[config.mk]
export PLATFORM = sky130hd
export DESIGN_NAME = real_time_calendar_top
export DESIGN_NICKNAME = d
export VERILOG_FILES = /design/src/include/real_time_calendar_pkg.sv /design/src/hdl/real_time_calendar_top.sv
export VERILOG_INCLUDE_DIRS = /design/src /design/src/include
export SDC_FILE = /design/constraint.sdc
export NUM_CORES = 1
export LEC_CHECK = 0
export BUFFER_PORTS_ARGS = -buffer_cell sky130_fd_sc_hd__buf_2
export CORE_UTILIZATION = 47
export CTS_CLUSTER_SIZE = 30
export DETAILED_ROUTE_END_ITERATION = 10
export PLACE_DENSITY = 0.75
export REMOVE_ABC_BUFFERS = 1
export SETUP_SLACK_MARGIN = 0.05
export SYNTH_ARGS = -nofsm -noshare
export SYNTH_HDL_FRONTEND = slang
export SYNTH_SLANG_ARGS = --single-unit
[constraint.sdc]
create_clock -name mclk -period 9.9 [get_ports mclk]
set_input_delay 0.495 -clock mclk [delete_from_list [all_inputs] [get_ports mclk]]
set_output_delay 0.495 -clock mclk [all_outputs]
set_load 0.01 [all_outputs]
[src/include/real_time_calendar_defines.svh]
`ifndef REAL_TIME_CALENDAR_DEFINES_SVH
`define REAL_TIME_CALENDAR_DEFINES_SVH

// Register byte offsets on the Avalon-MM slave
`define REAL_TIME_CALENDAR_CFG_OFS      8'h00
`define REAL_TIME_CALENDAR_VAL_OFS      8'h04
`define REAL_TIME_CALENDAR_ALVAL_OFS    8'h08
`define REAL_TIME_CALENDAR_ALCFG_OFS    8'h0c
`define REAL_TIME_CALENDAR_KEY_OFS      8'h10
`define REAL_TIME_CALENDAR_PAD_OFS      8'h14

// Field positions in clock_setup_and_trim
`define REAL_TIME_CALENDAR_RUN_BIT      15
`define REAL_TIME_CALENDAR_UNLOCK_BIT   13
`define REAL_TIME_CALENDAR_OE_BIT       10
`define REAL_TIME_CALENDAR_PTR_HI       9
`define REAL_TIME_CALENDAR_PTR_LO       8
// Field positions in the alarm setup and pad registers
`define REAL_TIME_CALENDAR_ALEN_BIT     15
`define REAL_TIME_CALENDAR_SRCSEL_BIT   1

// Reset values
`define REAL_TIME_CALENDAR_CFG_RST      16'h0000
`define REAL_TIME_CALENDAR_ALCFG_RST    16'h0000
`define REAL_TIME_CALENDAR_YEAR_RST     8'h00
`define REAL_TIME_CALENDAR_MONTH_RST    8'h01
`define REAL_TIME_CALENDAR_DAY_RST      8'h01
`define REAL_TIME_CALENDAR_WDAY_RST     8'h06
`define REAL_TIME_CALENDAR_ZERO_RST     8'h00

// Unlock key bytes
`define REAL_TIME_CALENDAR_KEY_FIRST    8'h55
`define REAL_TIME_CALENDAR_KEY_SECOND   8'haa

// Time base: 32768 pulses per second, prescaler top is that less one
`define REAL_TIME_CALENDAR_TB_HZ        32768
`define REAL_TIME_CALENDAR_PSC_TOP      16'sh7fff
`define REAL_TIME_CALENDAR_RIPPLE_START 16'sh7fe0
`define REAL_TIME_CALENDAR_TRIM_SHIFT   2

// BCD limits
`define REAL_TIME_CALENDAR_SEC_TOP      8'h59
`define REAL_TIME_CALENDAR_HOUR_TOP     8'h23
`define REAL_TIME_CALENDAR_WDAY_TOP     8'h06
`define REAL_TIME_CALENDAR_MONTH_TOP    8'h12
`define REAL_TIME_CALENDAR_YEAR_TOP     8'h99

`endif

[src/include/real_time_calendar_pkg.sv]
package real_time_calendar_pkg;
	// Unlock key sequence progress
	typedef enum logic [1:0] {key_idle, key_got_first, key_armed} real_time_calendar_key_state_t;
	// One BCD byte
	typedef logic [7:0] real_time_calendar_bcd_t;
endpackage : real_time_calendar_pkg

[src/hdl/real_time_calendar_top.sv]
// Function
// - Calendar spans 00:00:00 1 Jan 2000 to 23:59:59 31 Dec 2099.
// - Leap years detected automatically, 29 February inserted.
// - Hours 24-hour only; one-second steps with half-second visibility.
// - All time and calendar fields held and shown in BCD.
// - Timekeeping runs from an external 32.768 kHz time base.
// - Value pointer picks time pair: min/sec, wday/hour, month/day, year.
// - High-byte time window write decrements value pointer, holding at 00.
// - Any read of either window decrements its pointer.
// - Alarm pointer picks alarm pair; 11 selects nothing.
// - High-byte alarm window write decrements alarm pointer, holding at 00.
// - Time window writes ignored unless unlock bit 13 set.
// - Unlock bit set only right after 0x55 then 0xAA key writes.
// - Enable bit 15 runs the clock; writable only while unlocked.
// - Read-only ripple flag bit 12 high while rollover may occur.
// - Read-only half-second flag bit 11 high in second half.
// - Writing seconds byte clears half-second flag, restarting sub-second.
// - Output-enable bit 10 gates the clock output pin.
// - Configuration register reset only by power-on reset.
// - Eight-bit drift trim in bits 7..0 for monthly calibration.
// - Trim two's complement, four pulses per minute per step.
// - Source select: 1 seconds clock, 0 alarm pulse; driven only enabled.
//
// Decided for this implementation: the register offsets and the Avalon-MM register port.
`timescale 1ns/10ps
`include "real_time_calendar_defines.svh"

module real_time_calendar_top (
	input  wire logic        mclk,            // System clock, 50 MHz
	input  wire logic        sys_rst,         // Power-on reset, async, high
	input  wire logic        soft_rst,        // Other resets, sync, high
	input  wire logic        tb_clk_pin,      // 32.768 kHz time base pin
	input  wire logic [7:0]  avs_address,     // Byte address
	input  wire logic        avs_read,        // Read request
	input  wire logic        avs_write,       // Write request
	input  wire logic [31:0] avs_writedata,   // Write data
	input  wire logic [3:0]  avs_byteenable,  // Byte lanes
	output logic      [31:0] avs_readdata,    // Read data
	output logic             avs_waitrequest, // Stall
	output logic             time_pin_out,    // Clock output pin level
	output logic             time_pin_oe      // Clock output pin enable
);

	// Time base synchroniser and edge detect
	logic tb_s1, tb_s2, tb_s3;
	logic tb_pulse;

	// Configuration, reset by power-on only
	logic       clock_run_enable, next_clock_run_enable;
	logic       value_write_unlock, next_value_write_unlock;
	logic       time_pin_output_enable, next_time_pin_output_enable;
	logic [1:0] value_window_pointer, next_value_window_pointer;
	logic [7:0] drift_trim, next_drift_trim;
	logic       pin_source_select, next_pin_source_select;

	// Bus, key and calendar state
	real_time_calendar_pkg::real_time_calendar_key_state_t key_st, next_key_st;
	logic [31:0]        next_readdata;
	logic               next_waitrequest;
	logic signed [15:0] psc, next_psc;
	real_time_calendar_pkg::real_time_calendar_bcd_t cal_sec, cal_min, cal_hour, cal_wday, cal_day, cal_mon, cal_year;
	real_time_calendar_pkg::real_time_calendar_bcd_t next_sec, next_min, next_hour, next_wday, next_day, next_mon, next_year;
	real_time_calendar_pkg::real_time_calendar_bcd_t alarm_seconds, alarm_minutes, alarm_hours, alarm_weekday, alarm_day, alarm_month;
	real_time_calendar_pkg::real_time_calendar_bcd_t next_asec, next_amin, next_ahour, next_awday, next_aday, next_amon;
	logic [15:0]        alarm_setup_repeat_reg, next_alcfg;
	logic               alarm_hold, next_alarm_hold;
	logic               next_pin_out, next_pin_oe;

	// Decoded bus terms
	logic       req, acc, wr_acc, rd_acc;
	logic       sel_cfg, sel_val, sel_alval, sel_alcfg, sel_key, sel_pad;
	logic       half_second_phase, rollover_ripple_flag, sec_tick;
	logic [1:0] alarm_window_pointer;

	// BCD increment with wrap: {carry, value}
	function automatic logic [8:0] bcd_step(input logic [7:0] v, input logic [7:0] top, input logic [7:0] base);
		logic [8:0] r;
		r = {1'b0, v};
		if (v == top) begin
			r = {1'b1, base};
		end else if (v[3:0] == 4'h9) begin
			r = {1'b0, v[7:4] + 4'h1, 4'h0};
		end else begin
			r = {1'b0, v[7:4], v[3:0] + 4'h1};
		end
		return r;
	endfunction : bcd_step

	// Last day of a month in BCD
	function automatic logic [7:0] month_last(input logic [7:0] mon, input logic [7:0] yr);
		logic leap;
		logic [7:0] r;
		leap = yr[4] ? (yr[3:0] == 4'h2 || yr[3:0] == 4'h6)
		             : (yr[3:0] == 4'h0 || yr[3:0] == 4'h4 || yr[3:0] == 4'h8);
		case (mon)
			8'h02:                      r = leap ? 8'h29 : 8'h28;
			8'h04, 8'h06, 8'h09, 8'h11: r = 8'h30;
			default:                    r = 8'h31;
		endcase
		return r;
	endfunction : month_last

	// Bus decode and status terms
	assign req       = avs_read | avs_write;
	assign acc       = req & ~avs_waitrequest;
	assign wr_acc    = acc & avs_write;
	assign rd_acc    = acc & avs_read;
	assign sel_cfg   = avs_address == `REAL_TIME_CALENDAR_CFG_OFS;
	assign sel_val   = avs_address == `REAL_TIME_CALENDAR_VAL_OFS;
	assign sel_alval = avs_address == `REAL_TIME_CALENDAR_ALVAL_OFS;
	assign sel_alcfg = avs_address == `REAL_TIME_CALENDAR_ALCFG_OFS;
	assign sel_key   = avs_address == `REAL_TIME_CALENDAR_KEY_OFS;
	assign sel_pad   = avs_address == `REAL_TIME_CALENDAR_PAD_OFS;
	assign alarm_window_pointer = alarm_setup_repeat_reg[`REAL_TIME_CALENDAR_PTR_HI:`REAL_TIME_CALENDAR_PTR_LO];
	assign tb_pulse  = tb_s2 & ~tb_s3;
	// second tick and half-second from prescaler
	assign sec_tick  = clock_run_enable & tb_pulse & (psc == `REAL_TIME_CALENDAR_PSC_TOP);
	assign half_second_phase = ~psc[15] & psc[14];
	assign rollover_ripple_flag = clock_run_enable & (psc >= `REAL_TIME_CALENDAR_RIPPLE_START);

	// Configuration next values
	always_comb begin
		next_clock_run_enable       = clock_run_enable;
		next_value_write_unlock     = value_write_unlock;
		next_time_pin_output_enable = time_pin_output_enable;
		next_value_window_pointer   = value_window_pointer;
		next_drift_trim             = drift_trim;
		next_pin_source_select      = pin_source_select;
		if (wr_acc && sel_cfg) begin
			if (avs_byteenable[0]) begin
				next_drift_trim = avs_writedata[7:0];
			end
			if (avs_byteenable[1]) begin
				next_time_pin_output_enable = avs_writedata[`REAL_TIME_CALENDAR_OE_BIT];
				next_value_window_pointer   = avs_writedata[`REAL_TIME_CALENDAR_PTR_HI:`REAL_TIME_CALENDAR_PTR_LO];
				if (!avs_writedata[`REAL_TIME_CALENDAR_UNLOCK_BIT]) begin
					next_value_write_unlock = 1'b0;
				end else if (key_st == real_time_calendar_pkg::key_armed) begin
					next_value_write_unlock = 1'b1;
				end
				if (value_write_unlock) begin
					next_clock_run_enable = avs_writedata[`REAL_TIME_CALENDAR_RUN_BIT];
				end
			end
		end
		if ((rd_acc && sel_val) || (wr_acc && sel_val && avs_byteenable[1] && value_write_unlock)) begin
			if (value_window_pointer != 2'b00) begin
				next_value_window_pointer = value_window_pointer - 2'b01;
			end
		end
		if (wr_acc && sel_pad && avs_byteenable[0]) begin
			next_pin_source_select = avs_writedata[`REAL_TIME_CALENDAR_SRCSEL_BIT];
		end
	end

	always_ff @(posedge mclk or posedge sys_rst) begin
		if (sys_rst) begin
			clock_run_enable       <= 1'(`REAL_TIME_CALENDAR_CFG_RST >> `REAL_TIME_CALENDAR_RUN_BIT);
			value_write_unlock     <= 1'b0;
			time_pin_output_enable <= 1'b0;
			value_window_pointer   <= 2'b00;
			drift_trim             <= 8'h00;
			pin_source_select      <= 1'b0;
		end else begin
			clock_run_enable       <= next_clock_run_enable;
			value_write_unlock     <= next_value_write_unlock;
			time_pin_output_enable <= next_time_pin_output_enable;
			value_window_pointer   <= next_value_window_pointer;
			drift_trim             <= next_drift_trim;
			pin_source_select      <= next_pin_source_select;
		end
	end

	// Bus, key, calendar, alarm and pin next values
	always_comb begin
		logic [8:0] st;
		st                = 9'h000;
		next_waitrequest  = ~(req & avs_waitrequest);
		next_readdata     = avs_readdata;
		next_key_st       = key_st;
		next_psc          = psc;
		next_sec          = cal_sec;
		next_min          = cal_min;
		next_hour         = cal_hour;
		next_wday         = cal_wday;
		next_day          = cal_day;
		next_mon          = cal_mon;
		next_year         = cal_year;
		next_asec         = alarm_seconds;
		next_amin         = alarm_minutes;
		next_ahour        = alarm_hours;
		next_awday        = alarm_weekday;
		next_aday         = alarm_day;
		next_amon         = alarm_month;
		next_alcfg        = alarm_setup_repeat_reg;
		next_alarm_hold   = alarm_hold;
		// Read data captured while the request waits
		if (req && avs_waitrequest && avs_read) begin
			next_readdata = 32'h0000_0000;
			if (sel_cfg) begin
				next_readdata[15:0] = {clock_run_enable, 1'b0, value_write_unlock, rollover_ripple_flag,
					half_second_phase, time_pin_output_enable, value_window_pointer, drift_trim};
			end else if (sel_val) begin
				case (value_window_pointer)
					2'b00:   next_readdata[15:0] = {cal_min, cal_sec};
					2'b01:   next_readdata[15:0] = {cal_wday, cal_hour};
					2'b10:   next_readdata[15:0] = {cal_mon, cal_day};
					default: next_readdata[15:0] = {8'h00, cal_year};
				endcase
			end else if (sel_alval) begin
				case (alarm_window_pointer)
					2'b00:   next_readdata[15:0] = {alarm_minutes, alarm_seconds};
					2'b01:   next_readdata[15:0] = {alarm_weekday, alarm_hours};
					2'b10:   next_readdata[15:0] = {alarm_month, alarm_day};
					default: next_readdata[15:0] = 16'h0000;
				endcase
			end else if (sel_alcfg) begin
				next_readdata[15:0] = alarm_setup_repeat_reg;
			end else if (sel_pad) begin
				next_readdata[`REAL_TIME_CALENDAR_SRCSEL_BIT] = pin_source_select;
			end
		end
		// key sequence, armed for one access
		if (acc) begin
			if (key_st == real_time_calendar_pkg::key_armed) begin
				next_key_st = real_time_calendar_pkg::key_idle;
			end
			if (avs_write && sel_key && avs_byteenable[0]) begin
				case (key_st)
					real_time_calendar_pkg::key_got_first: next_key_st = (avs_writedata[7:0] == `REAL_TIME_CALENDAR_KEY_SECOND)
						? real_time_calendar_pkg::key_armed : real_time_calendar_pkg::key_idle;
					default: next_key_st = (avs_writedata[7:0] == `REAL_TIME_CALENDAR_KEY_FIRST)
						? real_time_calendar_pkg::key_got_first : real_time_calendar_pkg::key_idle;
				endcase
			end
		end
		if (soft_rst) begin
			next_key_st = real_time_calendar_pkg::key_idle;
		end
		if (clock_run_enable && tb_pulse) begin
			next_psc = psc + 16'sh0001;
		end
		if (sec_tick) begin
			next_psc = 16'sh0000;
			if (alarm_hold) begin
				next_alarm_hold = 1'b0;
			end
			if (alarm_setup_repeat_reg[`REAL_TIME_CALENDAR_ALEN_BIT] && cal_sec == alarm_seconds && cal_min == alarm_minutes
				&& cal_hour == alarm_hours && cal_wday == alarm_weekday && cal_day == alarm_day
				&& cal_mon == alarm_month) begin
				next_alarm_hold = 1'b1;
			end
			st = bcd_step(cal_sec, `REAL_TIME_CALENDAR_SEC_TOP, 8'h00);
			next_sec = st[7:0];
			if (st[8]) begin
				next_psc = 16'(signed'(drift_trim)) <<< `REAL_TIME_CALENDAR_TRIM_SHIFT;
				st = bcd_step(cal_min, `REAL_TIME_CALENDAR_SEC_TOP, 8'h00);
				next_min = st[7:0];
				if (st[8]) begin
					st = bcd_step(cal_hour, `REAL_TIME_CALENDAR_HOUR_TOP, 8'h00);
					next_hour = st[7:0];
					if (st[8]) begin
						st = bcd_step(cal_wday, `REAL_TIME_CALENDAR_WDAY_TOP, 8'h00);
						next_wday = st[7:0];
						st = bcd_step(cal_day, month_last(cal_mon, cal_year), 8'h01);
						next_day = st[7:0];
						if (st[8]) begin
							st = bcd_step(cal_mon, `REAL_TIME_CALENDAR_MONTH_TOP, 8'h01);
							next_mon = st[7:0];
							if (st[8]) begin
								st = bcd_step(cal_year, `REAL_TIME_CALENDAR_YEAR_TOP, 8'h00);
								next_year = st[7:0];
							end
						end
					end
				end
			end
		end
		if (wr_acc && sel_val && value_write_unlock) begin
			if (avs_byteenable[0]) begin
				case (value_window_pointer)
					2'b00: begin
						next_sec = avs_writedata[7:0];
						next_psc = 16'sh0000;
					end
					2'b01:   next_hour = avs_writedata[7:0];
					2'b10:   next_day  = avs_writedata[7:0];
					default: next_year = avs_writedata[7:0];
				endcase
			end
			if (avs_byteenable[1]) begin
				case (value_window_pointer)
					2'b00:   next_min  = avs_writedata[15:8];
					2'b01:   next_wday = avs_writedata[15:8];
					2'b10:   next_mon  = avs_writedata[15:8];
					default: next_mon  = cal_mon;
				endcase
			end
		end
		if (wr_acc && sel_alval) begin
			if (avs_byteenable[0]) begin
				case (alarm_window_pointer)
					2'b00:   next_asec  = avs_writedata[7:0];
					2'b01:   next_ahour = avs_writedata[7:0];
					2'b10:   next_aday  = avs_writedata[7:0];
					default: next_aday  = alarm_day;
				endcase
			end
			if (avs_byteenable[1]) begin
				case (alarm_window_pointer)
					2'b00:   next_amin  = avs_writedata[15:8];
					2'b01:   next_awday = avs_writedata[15:8];
					2'b10:   next_amon  = avs_writedata[15:8];
					default: next_amon  = alarm_month;
				endcase
			end
		end
		if (wr_acc && sel_alcfg) begin
			if (avs_byteenable[0]) begin
				next_alcfg[7:0] = avs_writedata[7:0];
			end
			if (avs_byteenable[1]) begin
				next_alcfg[15:8] = avs_writedata[15:8];
			end
		end
		// alarm pointer walks down to 00
		if ((rd_acc && sel_alval) || (wr_acc && sel_alval && avs_byteenable[1])) begin
			if (alarm_window_pointer != 2'b00) begin
				next_alcfg[`REAL_TIME_CALENDAR_PTR_HI:`REAL_TIME_CALENDAR_PTR_LO] = alarm_window_pointer - 2'b01;
			end
		end
		next_pin_oe  = time_pin_output_enable;
		next_pin_out = time_pin_output_enable & (pin_source_select ? half_second_phase : alarm_hold);
	end

	// Registers of the bus, calendar and pin
	always_ff @(posedge mclk or posedge sys_rst) begin
		if (sys_rst) begin
			tb_s1                  <= 1'b0;
			tb_s2                  <= 1'b0;
			tb_s3                  <= 1'b0;
			avs_waitrequest        <= 1'b1;
			avs_readdata           <= 32'h0000_0000;
			key_st                 <= real_time_calendar_pkg::key_idle;
			psc                    <= 16'sh0000;
			cal_sec                <= `REAL_TIME_CALENDAR_ZERO_RST;
			cal_min                <= `REAL_TIME_CALENDAR_ZERO_RST;
			cal_hour               <= `REAL_TIME_CALENDAR_ZERO_RST;
			cal_wday               <= `REAL_TIME_CALENDAR_WDAY_RST;
			cal_day                <= `REAL_TIME_CALENDAR_DAY_RST;
			cal_mon                <= `REAL_TIME_CALENDAR_MONTH_RST;
			cal_year               <= `REAL_TIME_CALENDAR_YEAR_RST;
			alarm_seconds          <= `REAL_TIME_CALENDAR_ZERO_RST;
			alarm_minutes          <= `REAL_TIME_CALENDAR_ZERO_RST;
			alarm_hours            <= `REAL_TIME_CALENDAR_ZERO_RST;
			alarm_weekday          <= `REAL_TIME_CALENDAR_ZERO_RST;
			alarm_day              <= `REAL_TIME_CALENDAR_DAY_RST;
			alarm_month            <= `REAL_TIME_CALENDAR_MONTH_RST;
			alarm_setup_repeat_reg <= `REAL_TIME_CALENDAR_ALCFG_RST;
			alarm_hold             <= 1'b0;
			time_pin_out           <= 1'b0;
			time_pin_oe            <= 1'b0;
		end else begin
			tb_s1                  <= tb_clk_pin;
			tb_s2                  <= tb_s1;
			tb_s3                  <= tb_s2;
			avs_waitrequest        <= next_waitrequest;
			avs_readdata           <= next_readdata;
			key_st                 <= next_key_st;
			psc                    <= next_psc;
			cal_sec                <= next_sec;
			cal_min                <= next_min;
			cal_hour               <= next_hour;
			cal_wday               <= next_wday;
			cal_day                <= next_day;
			cal_mon                <= next_mon;
			cal_year               <= next_year;
			alarm_seconds          <= next_asec;
			alarm_minutes          <= next_amin;
			alarm_hours            <= next_ahour;
			alarm_weekday          <= next_awday;
			alarm_day              <= next_aday;
			alarm_month            <= next_amon;
			alarm_setup_repeat_reg <= next_alcfg;
			alarm_hold             <= next_alarm_hold;
			time_pin_out           <= next_pin_out;
			time_pin_oe            <= next_pin_oe;
		end
	end

	// Checks on pointer, lock, flags and cascade
	ptr_read_dec_a: assert property (@(posedge mclk) disable iff (sys_rst)
		rd_acc && sel_val && value_window_pointer != 2'b00 && !wr_acc
		|=> value_window_pointer == $past(value_window_pointer) - 2'b01) else $error("value pointer missed read");
	ptr_write_dec_a: assert property (@(posedge mclk) disable iff (sys_rst)
		wr_acc && sel_val && avs_byteenable[1] && value_write_unlock && value_window_pointer == 2'b00
		|=> value_window_pointer == 2'b00) else $error("value pointer left 00");
	alarm_ptr_dec_a: assert property (@(posedge mclk) disable iff (sys_rst)
		wr_acc && sel_alval && avs_byteenable[1] && alarm_window_pointer != 2'b00
		|=> alarm_window_pointer == $past(alarm_window_pointer) - 2'b01) else $error("alarm pointer missed write");
	locked_write_a: assert property (@(posedge mclk) disable iff (sys_rst)
		wr_acc && sel_val && !value_write_unlock |=> $stable(value_window_pointer)) else $error("locked write acted");
	unlock_key_a: assert property (@(posedge mclk) disable iff (sys_rst)
		$rose(value_write_unlock) |-> $past(key_st) == real_time_calendar_pkg::key_armed) else $error("unlock without key");
	enable_lock_a: assert property (@(posedge mclk) disable iff (sys_rst)
		wr_acc && sel_cfg && !value_write_unlock |=> $stable(clock_run_enable)) else $error("enable changed locked");
	half_clear_a: assert property (@(posedge mclk) disable iff (sys_rst)
		wr_acc && sel_val && avs_byteenable[0] && value_write_unlock && value_window_pointer == 2'b00
		|=> !half_second_phase && psc == 16'sh0000) else $error("seconds write kept phase");
	pin_gate_a: assert property (@(posedge mclk) disable iff (sys_rst)
		!time_pin_output_enable |=> !time_pin_oe && !time_pin_out) else $error("pin driven while disabled");
	hour_range_a: assert property (@(posedge mclk) disable iff (sys_rst)
		sec_tick && cal_hour == 8'h23 && cal_min == 8'h59 && cal_sec == 8'h59 |=> cal_hour == 8'h00)
		else $error("hour did not wrap at 23");
	sec_wrap_a: assert property (@(posedge mclk) disable iff (sys_rst)
		sec_tick && cal_sec == 8'h59 && !wr_acc |=> cal_sec == 8'h00 && cal_min != $past(cal_min))
		else $error("minute carry lost");
	bus_answer_a: assert property (@(posedge mclk) disable iff (sys_rst)
		req && avs_waitrequest |=> !avs_waitrequest ##1 avs_waitrequest) else $error("bus answer timing");

endmodule : real_time_calendar_top

======== Word level (Yosys, flattened, before mapping) ========
Index checks and enable logic that the tools add are counted.
word-level totals
  register bits after elaboration ......... 175
  bits in writable memories ............... 0
  input port bits ......................... 50
  ROM bits ................................ 0
  output and inout port bits .............. 35
  bits in latches ......................... 0
  memories kept ........................... 0
cells by class
  $lt $le $gt $ge ......................... 1
  reduce and logical (&&, ||, !) cells .... 52
  equal/unequal tests ..................... 45
  multipliers ............................. 0
  muxes and demuxes ....................... 117
  shift operators ......................... 0
  div/mod/pow operators ................... 0
  $add $sub $neg .......................... 17
  bitwise logic cells ..................... 15
operators by type and width
  kind                     count
  $mux W8                  59
  $mux W9                  20
  $mux W16                 9
  $pmux W16 S3             2
  $add A4 B1 Y4 const B    14
  $eq A8 B8 Y1             7
  $eq A4 B4 Y1 const B     8
  $eq A8 B3 Y1 const B     4
  $eq A8 B5 Y1 const B     4
  $mux W2                  13
  $eq A8 B4 Y1 const B     3
  $eq A8 B7 Y1 const B     3
  $reduce_and A3 Y1        8
  $logic_and A1 B1 Y1      23
  $add A16 B2 Y16 const B  1
  $eq A16 B16 Y1 const B   1
  $eq A8 B8 Y1 const B     2
  $ge A16 B16 Y1 const B   1
  $pmux W8 S2              1
  $mux W14                 1
  $and A1 B1 Y1            10
  $mux W1                  10
  $mux W10                 1
  $pmux W5 S2              1
  21 further kinds         41

======== Depth between registers and ports, before layout ========
Gate-level depths: netlist of the first run.
  word-level depth ........................ 34
  depth in mapped cells ................... 10

======== Least setup slack after synthesis of the first run ========
Ideal clock, no wire load.
  path type ............................... input-to-reg
  start point ............................. input avs_address[1]
  end point ............................... register alarm_seconds[0]
  arrival time ............................ 2.604 ns
  setup slack ............................. 7.171 ns
  stages .................................. 6
  data required time ...................... 9.775 ns
  library setup time ...................... 0.125 ns
  cell sequence ........................... or4_4 -> or3_1 -> or3_1 -> buf_4 -> nor4b_4 -> mux2_2
between the ends
  longest elaborated chain between the ends .. 3
RTL lines
  item                         line                           source
  start, declared              real_time_calendar_top.sv:33   input wire logic [7:0] avs_address,
  $eq A8 B4 Y1 (no line)       -
  $logic_and A1 B1 Y1          real_time_calendar_top.sv:300  if (wr_acc && sel_alval) begin
  $reduce_and A3 Y1 (no line)  -
  end signal, assigned         real_time_calendar_top.sv:353  alarm_seconds <= `REAL_TIME_CALENDAR_ZERO_RST;
  end signal, assigned         real_time_calendar_top.sv:378  alarm_seconds <= next_asec;
  end, declared                real_time_calendar_top.sv:63   real_time_calendar_pkg::real_time_calendar_bcd_t alarm_seconds, alarm_minutes, alarm_hours, alarm_weekday, ala ...
Every way passes these cells.
A chain may end at the register's enable or synchronous reset.

======== Worst setup path after layout of the first run ========
  start point ............................. register psc[1]
  end point ............................... register cal_mon[2]
between the ends
  longest elaborated chain between the ends .. 6
RTL lines
  item                          line                           source
  start, declared               real_time_calendar_top.sv:60   logic signed [15:0] psc, next_psc;
  start signal, assigned        real_time_calendar_top.sv:370  psc <= next_psc;
  $eq A16 B16 Y1 (no line) (*)  -
  $and A1 B1 Y1 (*)             real_time_calendar_top.sv:117  assign sec_tick = clock_run_enable & tb_pulse & (psc == `REAL_TIME_CALENDAR_PSC_TOP);
  $mux W8 (*)                   real_time_calendar_top.sv:243  if (sec_tick) begin
  $pmux W8 S2                   real_time_calendar_top.sv:292  case (value_window_pointer)
  $mux W8                       real_time_calendar_top.sv:291  if (avs_byteenable[1]) begin
  $mux W8 (*)                   real_time_calendar_top.sv:279  if (wr_acc && sel_val && value_write_unlock) begin
  end signal, assigned          real_time_calendar_top.sv:351  cal_mon <= `REAL_TIME_CALENDAR_MONTH_RST;
  end signal, assigned          real_time_calendar_top.sv:376  cal_mon <= next_mon;
  end, declared                 real_time_calendar_top.sv:61   real_time_calendar_pkg::real_time_calendar_bcd_t cal_sec, cal_min, cal_hour, cal_wday, cal_day, cal_mon, cal_y ...
Every way passes the cells marked *; elsewhere a longest branch is shown, timed or not.

==> metrics.md, run 1 <==
| Metric | Value |
|---|---|
| Status | `complete, no violations` |
| Sw frac | `0.2524` |
| Max stage delay on crit path | `about 0.74 ns` |
| CP cell instances | `ha_1, nand4b_4, or4_4, nor4_4, o2111ai_2, and3_1, or3_1` |
| Global Route met3 Usage | `0.04904` |
| Clock Sinks | `175` |
| Met2 global-route usage | `0.4301` |
| Max-slew headroom | `0.3306` |
| Vias | `9,194` |
| Std-Cell Rows | `55` |
| Cell-internal power | `between 0.001 and 0.0015 W` |
| CP Class | `reg -> reg` |
| Die height | `about 150 um` |
| Fin. Hold Viols | `0` |
| # IOs | `85` |
| Largest net degree at the start of global routing | `105` |
| Reg power frac | `0.493` |
| Cts repair resizes | `0` |
| Unrepaired setup endpoints after global routing | `no` |
| Post-synth EDFFs | `0` |
| Clk slew on worst S/H paths | `around 0.070 ns` |
| Fill cell count | `2,031` |
| Nets | `1,222` |
| Minimum clock period | `3.591 ns` |
| M1 GR Usage | `0.3698` |
| Setup Buffers After CTS | `0` |
| Placed insts | `1,416` |
| Synth top area share | `0.3896` |
| Final-report max-slew violation count | `0` |
| Die Span X | `~150 um` |
| Global routing's busiest layer | `met2` |
| Number of global-route vias before repair | `8,835` |
| Initial core utilization | `0.4780` |
| Dominant cells by area after synthesis | `dfrtp_1 39%, mux2_2 7.3%, nand2_1 4.2%, o21ai_0 3.6%, mux2i_1 3.4%` |
| Die outline area | `0.02357 mm2` |
| Power density over cell area | `125.1 mW/mm2` |
| Ys flop type | `dfrtp_1` |
| Fin Clk Skew | `0.01155 ns` |
| Mapped Area | `about 0.011 mm2` |
| Hold/Removal Path Class | `in -> reg` |
| WL per Instance | `21.87 um` |
| Syn_area_per_cell | `9.482 um2` |
| CP Data Required Time | `a little over 10 ns` |
| Max H-tree Level | `4` |
| Setup TNS | `0 ns` |
| Clock share of power | `0.457` |
| Drt total wl | `31,670 um` |
| Final worst path period share | `0.3627` |
| Clock Tree Root | `clkbuf_16` |
| Unique cell type count in the Yosys netlist | `79` |
| Endpoints failing setup | `0` |
| Register area | `0.004388 mm2` |
| Post-DP HPWL | `22,380 um` |
| Crit path capture type | `flip-flop` |
| CP Launch Type | `flip-flop` |
| Antenna-violating nets left | `0` |
| DR DRC count | `0` |
| Max cap viols | `0` |
| Comb power frac | `0.050` |
| Max VDD drop | `0.1097 mV` |
| CORE AREA | `0.02257 mm2` |
| Gr usage total | `0.2756` |
| Hold Buf Count CTS | `0` |
| Worst slew pin tran | `1.004 ns` |
| Initial antenna violation count | `0` |
| Multi-input combinational cell area | `0.005943 mm2` |
| CTS Buf Count | `17` |
| Post-synthesis sequential area ratio | `0.4067` |
| Total grt overflow | `0` |
| Worst path slowest cell | `nor4_4` |
| IO buf count | `50` |
| First-pass GRT wire length | `approximately 50,000 um` |
| Area Overhead vs Synth | `8.662%` |
| Leak Pwr | `5.126 nW` |
| Total net switching power | `approximately 0.00037 W` |
| Asr flop ratio synth | `1.000` |
| DR pass1 iterations | `5` |
| Final Non-Filler Cells | `~1,400` |
| Vias per std cell | `between 6 and 7` |
| Warnings, synthesis | `0` |
| CP max FO | `18` |
| Maximum root-to-sink buffer count | `2` |
| Worst-Skew Late Latency | `0.44 ns` |
| Cell taking the most area after synthesis | `dfrtp_1` |
| Cells after Synth | `1,138` |
| Fmax | `between 200 and 300 MHz` |
| CTS tree | `yes` |
| Layout cells sized above 1 | `0.1737` |
| Gpl congestion | `0.9304` |
| Critical Path AT | `3.91 ns` |
| Seq cells post-synth | `175` |
| # diodes | `0` |
| Initial DRC count | `a little under 1,000` |
layout make-up:
cell class,instances,area share
inverters,38,0.01259
multi-input cells,859,0.5069
clock inverters,13,0.01099
flip-flops and latches,175,0.3742
repair buffers,59,0.02710
well taps,285,0.03041
clock buffers,19,0.03778
through the flow:
stage          instance area (um2)  worst slack, ns    util  hold slack, ns  total power [W]
2_1_floorplan                10470            4.671       -          0.3312        0.0007724
3_3_place_gp                 11150            6.414  0.4941          0.3362        0.0008091
3_5_place_dp                 11150            6.360  0.4941          0.3397        0.0008096
4_1_cts                      11730            6.332  0.5195          0.1505         0.001466
5_1_grt                      11730            6.090  0.5195          0.1487         0.001503
6_report                     11730            6.309  0.5195          0.1551         0.001467
critical path, delay by kind of cell, from the launching register on:
family	cells	cell delay [ns]
compound gates	1	0.60
flops	1	0.39
fa+ha+maj	1	0.21
simple gates	5	2.25
power groups by stage:
| stage | combinational [W] | clock, W | sequential (W) |
|---|---|---|---|
| finish | 0.0000734 | 0.000670 | 0.000723 |
| global route | 0.0000802 | 0.000699 | 0.000724 |
| CTS | 0.0000732 | 0.000670 | 0.000723 |
| detailed placement | 0.0000728 | 0 | 0.000737 |
| global placement | 0.0000725 | 0 | 0.000737 |
| floorplan | 0.0000335 | 0 | 0.000739 |
synth_stat cells, drive strengths merged (27+ instances only):
cell / count
dfrtp: 168
nand2: 122
nor2: 84
o21ai: 77
mux2: 70
clkbuf: 53
nand3: 41
a21oi: 37
inv: 37
mux2i: 37
buf: 28
nand4: 27
xnor2: 27
kinds of logic after synthesis:
family | Yosys count | share of synthesized area
mux | 117 | 0.1282
buf+inv | 119 | 0.04777
flops | 175 | 0.4067
fa+ha+maj | 22 | 0.02551
compound gates | 235 | 0.1411
other cells | 1 | 0.0003475
xor+xnor | 53 | 0.04302
simple gates | 416 | 0.2073
cell usage in the layout, fill, tap and decap left out, types with 6 or more instances in the layout:
cell	instances
and3b_1	9
a22oi_1	12
xnor2_1	27
dfrtp_1	168
ha_1	22
buf_4	9
inv_6	6
and4_1	6
nor3_1	22
mux4_2	10
a31oi_1	26
buf_2	50
nand2b_1	8
inv_1	36
nand2_1	122
mux2_2	70
a21oi_1	37
mux2i_1	37
nor2b_1	10
nor4_1	7
nand4_1	27
xor2_1	26
conb_1	16
dfstp_2	7
and3_1	13
o211ai_1	9
o21ai_0	77
nand3_1	39
clkbuf_16	17
a22o_1	9
o22ai_1	12
nor2_1	84
or3_1	17
nand3b_1	6
final timing paths:
kind / end / slack (ns) / cells after the start / from
setup / recovery: cal_mon[2]$_DFFE_PP0P_ / 6.31 / 7 / psc[1]$_DFF_PP0_
hold / removal: tb_s1$_DFF_PP0_ / 0.16 / 1 / tb_clk_pin
setup reg to reg: cal_mon[2]$_DFFE_PP0P_ / 6.31 / 7 / psc[1]$_DFF_PP0_
hold reg to reg: tb_s2$_DFF_PP0_ / 0.35 / 0 / tb_s1$_DFF_PP0_
max in group asynchronous: alarm_setup_repeat_reg[15]$_DFFE_PP0P_ / 8.07 / 3 / sys_rst
min in group asynchronous: psc[10]$_DFF_PP0_ / 0.26 / 2 / sys_rst
layer usage:
metal  vias to the layer above  wire (um)
met4                         0       1411
met2                       487      14520
met1                      4489      12930
met3                        94       2811
met5                         -          0
li1                       4124          -
Note: power is estimated with default switching activity, not from simulation.
==> run 2, diff against run 1 <==
--- a/config.mk
+++ b/config.mk
@@ -10,7 +10,7 @@
 export CORE_UTILIZATION = 47
 export CTS_CLUSTER_SIZE = 30
 export DETAILED_ROUTE_END_ITERATION = 10
-export PLACE_DENSITY = 0.75
+export PLACE_DENSITY = 0.77
 export REMOVE_ABC_BUFFERS = 1
 export SETUP_SLACK_MARGIN = 0.05
 export SYNTH_ARGS = -nofsm -noshare
==> constraint.sdc (replaced) <==
create_clock -name mclk -period 2.92 [get_ports mclk]
set_input_delay 0.146 -clock mclk [delete_from_list [all_inputs] [get_ports mclk]]
set_output_delay 0.146 -clock mclk [all_outputs]
set_load 0.01 [all_outputs]
==> metrics.md, run 2 (synthesis results as in run 1) <==
| Metric | Value |
|---|---|
| WL per Instance | `22.11 um (+1.1%)` |
| IO buf count | `50 (unchanged)` |
| Die outline area | `0.02357 mm2 (unchanged)` |
| Die Span X | `153.5 um (unchanged)` |
| Crit path capture type | `flip-flop` |
| Cell area after layout | `0.01217 mm2 (+3.8%)` |
| Global routing's busiest layer | `met2` |
| Hold/Removal Path Class | `in -> reg` |
| Max cap viols | `0 (unchanged)` |
| Placed cell area | `0.01154 mm2 (+3.5%)` |
| Initial core utilization | `0.4780 (unchanged)` |
| Worst-Skew Late Latency | `0.44 ns (about the same)` |
| Final worst path period share | `0.9271 (+0.5644)` |
| Post-DP HPWL | `24,280 um (+8.5%)` |
| Std-Cell Rows | `55 (unchanged)` |
| Status | `complete, no violations` |
| Minimum clock period | `2.707 ns (-0.8839 ns)` |
| Nets | `1,278 (+4.6%)` |
| Critical R2R Launch | `cal_min[4]$_DFF_PP0_` |
| Worst setup path start | `cal_min[4]$_DFF_PP0_` |
| Antenna-violating nets left | `0 (unchanged)` |
| Commonest non-fill, non-tap cells in the layout | `168 x dfrtp_1, 122 x nand2_1, 84 x nor2_1, 77 x o21ai_0, 70 x mux2_2` |
| Initial antenna violation count | `0 (unchanged)` |
| DR DRC count | `0 (unchanged)` |
| Unrepaired setup endpoints after global routing | `no` |
| CTS tree | `yes` |
| Endpoints failing setup | `0 (unchanged)` |
| Vias | `9,505 (+3.4%)` |
| CORE AREA | `0.02257 mm2 (unchanged)` |
| Number of global-route vias before repair | `9,023 (+2.1%)` |
| Fmax | `369.4 MHz (+33%)` |
| Critical Path AT | `3.08 ns (-0.83 ns)` |
| Worst slew pin tran | `0.8529 ns (-0.1513 ns)` |
| CP Class | `reg -> reg` |
| Die height | `153.5 um (unchanged)` |
| Clock Sinks | `175 (unchanged)` |
| Area Overhead vs Synth | `12.74%` |
| R2R Setup Slk | `0.21 ns (-6.10 ns)` |
| # IOs | `85 (unchanged)` |
| Layout cells sized above 1 | `0.2067 (+0.03304)` |
| Min Hold Slack | `0.01458 ns (-0.1405 ns)` |
| Critical Path End | `cal_mon[6]$_DFFE_PP0P_` |
| M1 GR Usage | `0.3950 (+0.02514)` |
| Most common cell after layout, fill and taps aside | `dfrtp_1` |
| Total grt overflow | `0 (unchanged)` |
| Largest net degree at the start of global routing | `71 (-32%)` |
| Final-report max-slew violation count | `0 (unchanged)` |
| CP Data Required Time | `3.29 ns (-6.93 ns)` |
| Gpl congestion | `1.005 (+8.0%)` |
| Setup TNS | `0 ns (unchanged)` |
| Maximum root-to-sink buffer count | `2 (unchanged)` |
| CP max FO | `8 (-10)` |
| Drt total wl | `33,260 um (+5.0%)` |
| R2R Path End | `cal_mon[6]$_DFFE_PP0P_` |
| Clk slew on worst S/H paths | `0.07 ns (about the same)` |
| Global Route met3 Usage | `0.05355 (+0.004510)` |
| Initial DRC count | `1,004 (+1.9%)` |
| Fin. Hold Viols | `0 (unchanged)` |
| Fin Clk Skew | `0.01084 ns (-0.0007088 ns)` |
| Max-slew headroom | `0.4300 (+0.09948)` |
| DR pass1 iterations | `5 (unchanged)` |
| Vias per std cell | `6.320 (-0.47%)` |
| Power density over cell area | `403.9 mW/mm2 (+220%)` |
| Leak Pwr | `5.390 nW (+5.1%)` |
| Gr usage total | `0.2860 (+0.01047)` |
| Length in cells of the worst reg-to-reg path | `9 (+2)` |
| CP Launch Type | `flip-flop` |
| First-pass GRT wire length | `51,570 um (+3.6%)` |
| Max H-tree Level | `4 (unchanged)` |
| Max VDD drop | `0.2738 mV (+150%)` |
| CTS Buf Count | `17 (unchanged)` |
| # diodes | `0 (unchanged)` |
| Clock Tree Root | `clkbuf_16` |
| Met2 global-route usage | `0.4281 (-0.001948)` |
run 2: cell types whose count changed in the layout (fill, tap and decap cells not counted), sizes merged:
cell and delta:
buf +51, bufinv -1, clkinv -1, clkinvlp +1, dlygate4sd3 +5, inv +1
run 2: worst min path at each step:
stage,cells past startpoint,end,start,slack (ns)
detailed placement,1,tb_s1$_DFF_PP0_,tb_clk_pin,0.26
finish,3,cal_wday[2]$_DFF_PP1_,avs_writedata[10],0.01
floorplan,0,tb_s1$_DFF_PP0_,tb_clk_pin,0.18
global placement,1,tb_s1$_DFF_PP0_,tb_clk_pin,0.26
global route,3,cal_wday[2]$_DFF_PP1_,avs_writedata[10],0.06
CTS,3,cal_wday[2]$_DFF_PP1_,avs_writedata[10],0.003
run 2: repair_timing:
| action | 4_1_cts | 5_1_grt |
|---|---|---|
| setup buffers | 0 | 1 |
| hold endpoints to repair | 66 | 0 |
| pin swaps | 0 | 1 |
| hold buffers | 5 | 0 |
| resized for setup | 1 | 2 |
| endpoints found under the setup margin | 3 | 8 |
run 2: power by group:
group / switching (W) / leakage (nW) / internal (W)
combinational: 0.000196 / 3.00 / 0.0000761
clock: 0.00106 / 0.265 / 0.00112
sequential: 0.0000168 / 2.12 / 0.00244
total: 0.00128 / 5.39 / 0.00364
run 2: layout make-up:
type / count / area, um2
fill: 1982 / 10410
multi-input combinational: 859 / 5956
tap: 285 / 356.6
clock inverter: 13 / 121.4
timing repair buffer: 115 / 763.2
inverter: 38 / 147.6
sequential: 175 / 4388
clock buffer: 19 / 432.9
run 2: metal layers:
layer / vias up / routed length (um)
met5: - / 0
met4: 0 / 1583
met3: 111 / 3025
met2: 523 / 14640
met1: 4629 / 14010
li1: 4242 / -
run 2: critical path, stage by stage (launching register included):
cell and delay, ns:
dfrtp_1 0.52, ha_1 0.20, and3b_1 0.30, nand4_1 0.25, nor4_4 0.32, buf_4 0.19, o2111ai_4 0.20, buf_4 0.23
or3_1 0.35, nand3_1 0.09
run 2: per-stage QoR:
stage | std cells | setup slack (ns) | util | power (W)
floorplan | 1072 | -1.960 | - | 0.002619
global placement | 1466 | 0.08865 | 0.5113 | 0.002760
global route | 1504 | 0.07704 | 0.5390 | 0.005048
detailed placement | 1466 | 0.02212 | 0.5113 | 0.002764
finish | 1504 | 0.2129 | 0.5390 | 0.004913
CTS | 1503 | 0.05133 | 0.5386 | 0.004920
==> run 3, diff against run 2 <==
--- a/config.mk
+++ b/config.mk
@@ -12,7 +12,7 @@
 export DETAILED_ROUTE_END_ITERATION = 10
 export PLACE_DENSITY = 0.77
 export REMOVE_ABC_BUFFERS = 1
-export SETUP_SLACK_MARGIN = 0.05
+export SETUP_SLACK_MARGIN = 0.5
 export SYNTH_ARGS = -nofsm -noshare
 export SYNTH_HDL_FRONTEND = slang
 export SYNTH_SLANG_ARGS = --single-unit
==> metrics.md, run 3 (synthesis results as in run 1) <==
| Metric | Value |
|---|---|
| DR pass1 iterations | `5 (unchanged)` |
| CTS Buf Count | `17 (unchanged)` |
| Number of global-route vias before repair | `9,211 (+2.1%)` |
| Utilization after layout | `0.5619 (+0.02289)` |
| Vias | `9,757 (+2.7%)` |
| Vias per std cell | `6.348 (+0.45%)` |
| Fin. Hold Viols | `0 (unchanged)` |
| Antenna-violating nets left | `0 (unchanged)` |
| Gpl congestion | `1.005 (unchanged)` |
| # IOs | `85 (unchanged)` |
| DR DRC count | `0 (unchanged)` |
| Total grt overflow | `0 (unchanged)` |
| Initial DRC count | `1,147 (+14%)` |
| Endpoints failing setup | `0 (unchanged)` |
| Clk slew on worst S/H paths | `0.07 ns (about the same)` |
| Status | `complete, no violations` |
| Die height | `153.5 um (unchanged)` |
| Unrepaired setup endpoints after global routing | `yes` |
| Setup TNS | `0 ns (unchanged)` |
| Post-DP HPWL | `24,280 um (unchanged)` |
| Power density over cell area | `388.2 mW/mm2 (-3.9%)` |
| Initial core utilization | `0.4780 (unchanged)` |
| Maximum root-to-sink buffer count | `2 (unchanged)` |
| Worst slew pin tran | `0.8416 ns (-0.01125 ns)` |
| Final-report max-slew violation count | `0 (unchanged)` |
| Fmax | `376.1 MHz (+1.8%)` |
| Fill cell count | `1,872 (-5.5%)` |
| Register area | `0.004397 mm2 (+0.20%)` |
| Max cap viols | `0 (unchanged)` |
| Drt total wl | `34,710 um (+4.4%)` |
| Leak Pwr | `5.568 nW (+3.3%)` |
| First-pass GRT wire length | `53,030 um (+2.8%)` |
| Hold/Removal Path Class | `in -> reg` |
| Layout cells sized above 1 | `0.2628 (+0.05605)` |
| Minimum clock period | `2.659 ns (-0.04845 ns)` |
| Max VDD drop | `0.2753 mV (+0.56%)` |
| Die Span X | `153.5 um (unchanged)` |
| Multi-input combinational cell area | `0.006177 mm2 (+3.7%)` |
| CP max FO | `8 (unchanged)` |
| Final Non-Filler Cells | `1,537 (+2.2%)` |
| CP Class | `reg -> reg` |
| Largest net degree at the start of global routing | `71 (unchanged)` |
| Max H-tree Level | `4 (unchanged)` |
| Worst-Skew Late Latency | `0.44 ns (about the same)` |
| # diodes | `0 (unchanged)` |
| Placed insts | `1,466 (unchanged)` |
| Initial antenna violation count | `0 (unchanged)` |
| Most common cell after layout, fill and taps aside | `dfrtp_1` |
| Clock Sinks | `175 (unchanged)` |
| Nets | `1,311 (+2.6%)` |
| IO buf count | `50 (unchanged)` |
| Fin Clk Skew | `0.01062 ns (-0.0002227 ns)` |
| Gr usage total | `0.2940 (+0.007960)` |
| CTS tree | `yes` |
| Commonest non-fill, non-tap cells in the layout | `161 x dfrtp_1, 120 x nand2_1, 85 x buf_4, 83 x nor2_1, 75 x o21ai_0` |
| Die outline area | `0.02357 mm2 (unchanged)` |
| Final worst path period share | `0.9105 (-0.01659)` |
| CORE AREA | `0.02257 mm2 (unchanged)` |
| CP Launch Type | `flip-flop` |
| Clock Tree Root | `clkbuf_16` |
| Critical Path AT | `3.04 ns (-0.04 ns)` |
| Crit path capture type | `flip-flop` |
| WL per Instance | `22.58 um (+2.1%)` |
| Std-Cell Rows | `55 (unchanged)` |
| CP Data Required Time | `3.30 ns (about the same)` |
| Area Overhead vs Synth | `17.53%` |
| Max-slew headroom | `0.4376 (+0.007515)` |
[run 3: cell types whose count changed in the layout (fill, tap and decap cells not counted), sizes merged]
cell,change
buf,+33
[run 3: power breakdown]
part           internal (W)  switching (W)  total (W)
sequential          0.00244      0.0000168    0.00246
clock               0.00112        0.00108    0.00220
combinational     0.0000761       0.000195   0.000271
total               0.00364        0.00129    0.00492
[run 3: critical path, cell delays in order, from the launching register on]
cell,delay (ns)
dfrtp_1,0.41
inv_2,0.13
ha_4,0.14
nor3b_4,0.23
o2111ai_2,0.23
a311oi_2,0.36
buf_4,0.17
o2111ai_4,0.20
a2111oi_0,0.52
a211o_1,0.19
[run 3: through the flow]
stage          worst slack [ns]  hold WS, ns  cell area, um2  power, W
3_3_place_gp            0.08865       0.2589           11540  0.002760
3_5_place_dp            0.02212       0.2566           11540  0.002764
5_1_grt                  0.2606      0.06065           12680  0.005048
6_report                 0.2614      0.01283           12680  0.004923
2_1_floorplan            -1.960       0.1774           10470  0.002619
4_1_cts                  0.4290     0.002610           12390  0.004920
[run 3: layout make-up]
class | count | share of cell area
inverters | 38 | 0.01164
multi-input cells | 859 | 0.4871
repair buffers | 148 | 0.08277
flip-flops and latches | 175 | 0.3467
clock inverters | 13 | 0.009570
well taps | 285 | 0.02812
clock buffers | 19 | 0.03414
[run 3: final timing paths]
path / start / endpoint / slack, ns / cells past startpoint
max: cal_mon[5]$_DFFE_PP0P_ / cal_mon[1]$_DFFE_PP0P_ / 0.26 / 9
min: avs_writedata[10] / cal_wday[2]$_DFF_PP1_ / 0.01 / 3
max reg2reg: cal_mon[5]$_DFFE_PP0P_ / cal_mon[1]$_DFFE_PP0P_ / 0.26 / 9
min reg2reg: tb_s1$_DFF_PP0_ / tb_s2$_DFF_PP0_ / 0.36 / 0
max in group asynchronous: sys_rst / alarm_month[0]$_DFFE_PP1P_ / 1.69 / 4
min in group asynchronous: sys_rst / cal_year[1]$_DFF_PP0_ / 0.39 / 3
[run 3: repair_timing]
item / CTS / global route
hold buffers: 5 / 0
setup buffers: 19 / 15
hold endpoints to repair: 66 / 0
endpoints found under the setup margin: 48 / 54
resized for setup: 35 / 36
pin swaps: 17 / 16
[run 3: layer usage]
layer / GRT usage / vias to the layer above / part of all wire
li1: - / 4311 / -
met1: 0.4007 / 4703 / 0.41
met2: 0.4411 / 602 / 0.44
met3: 0.05722 / 141 / 0.095
met4: 0.1610 / 0 / 0.056
met5: 0 / - / 0
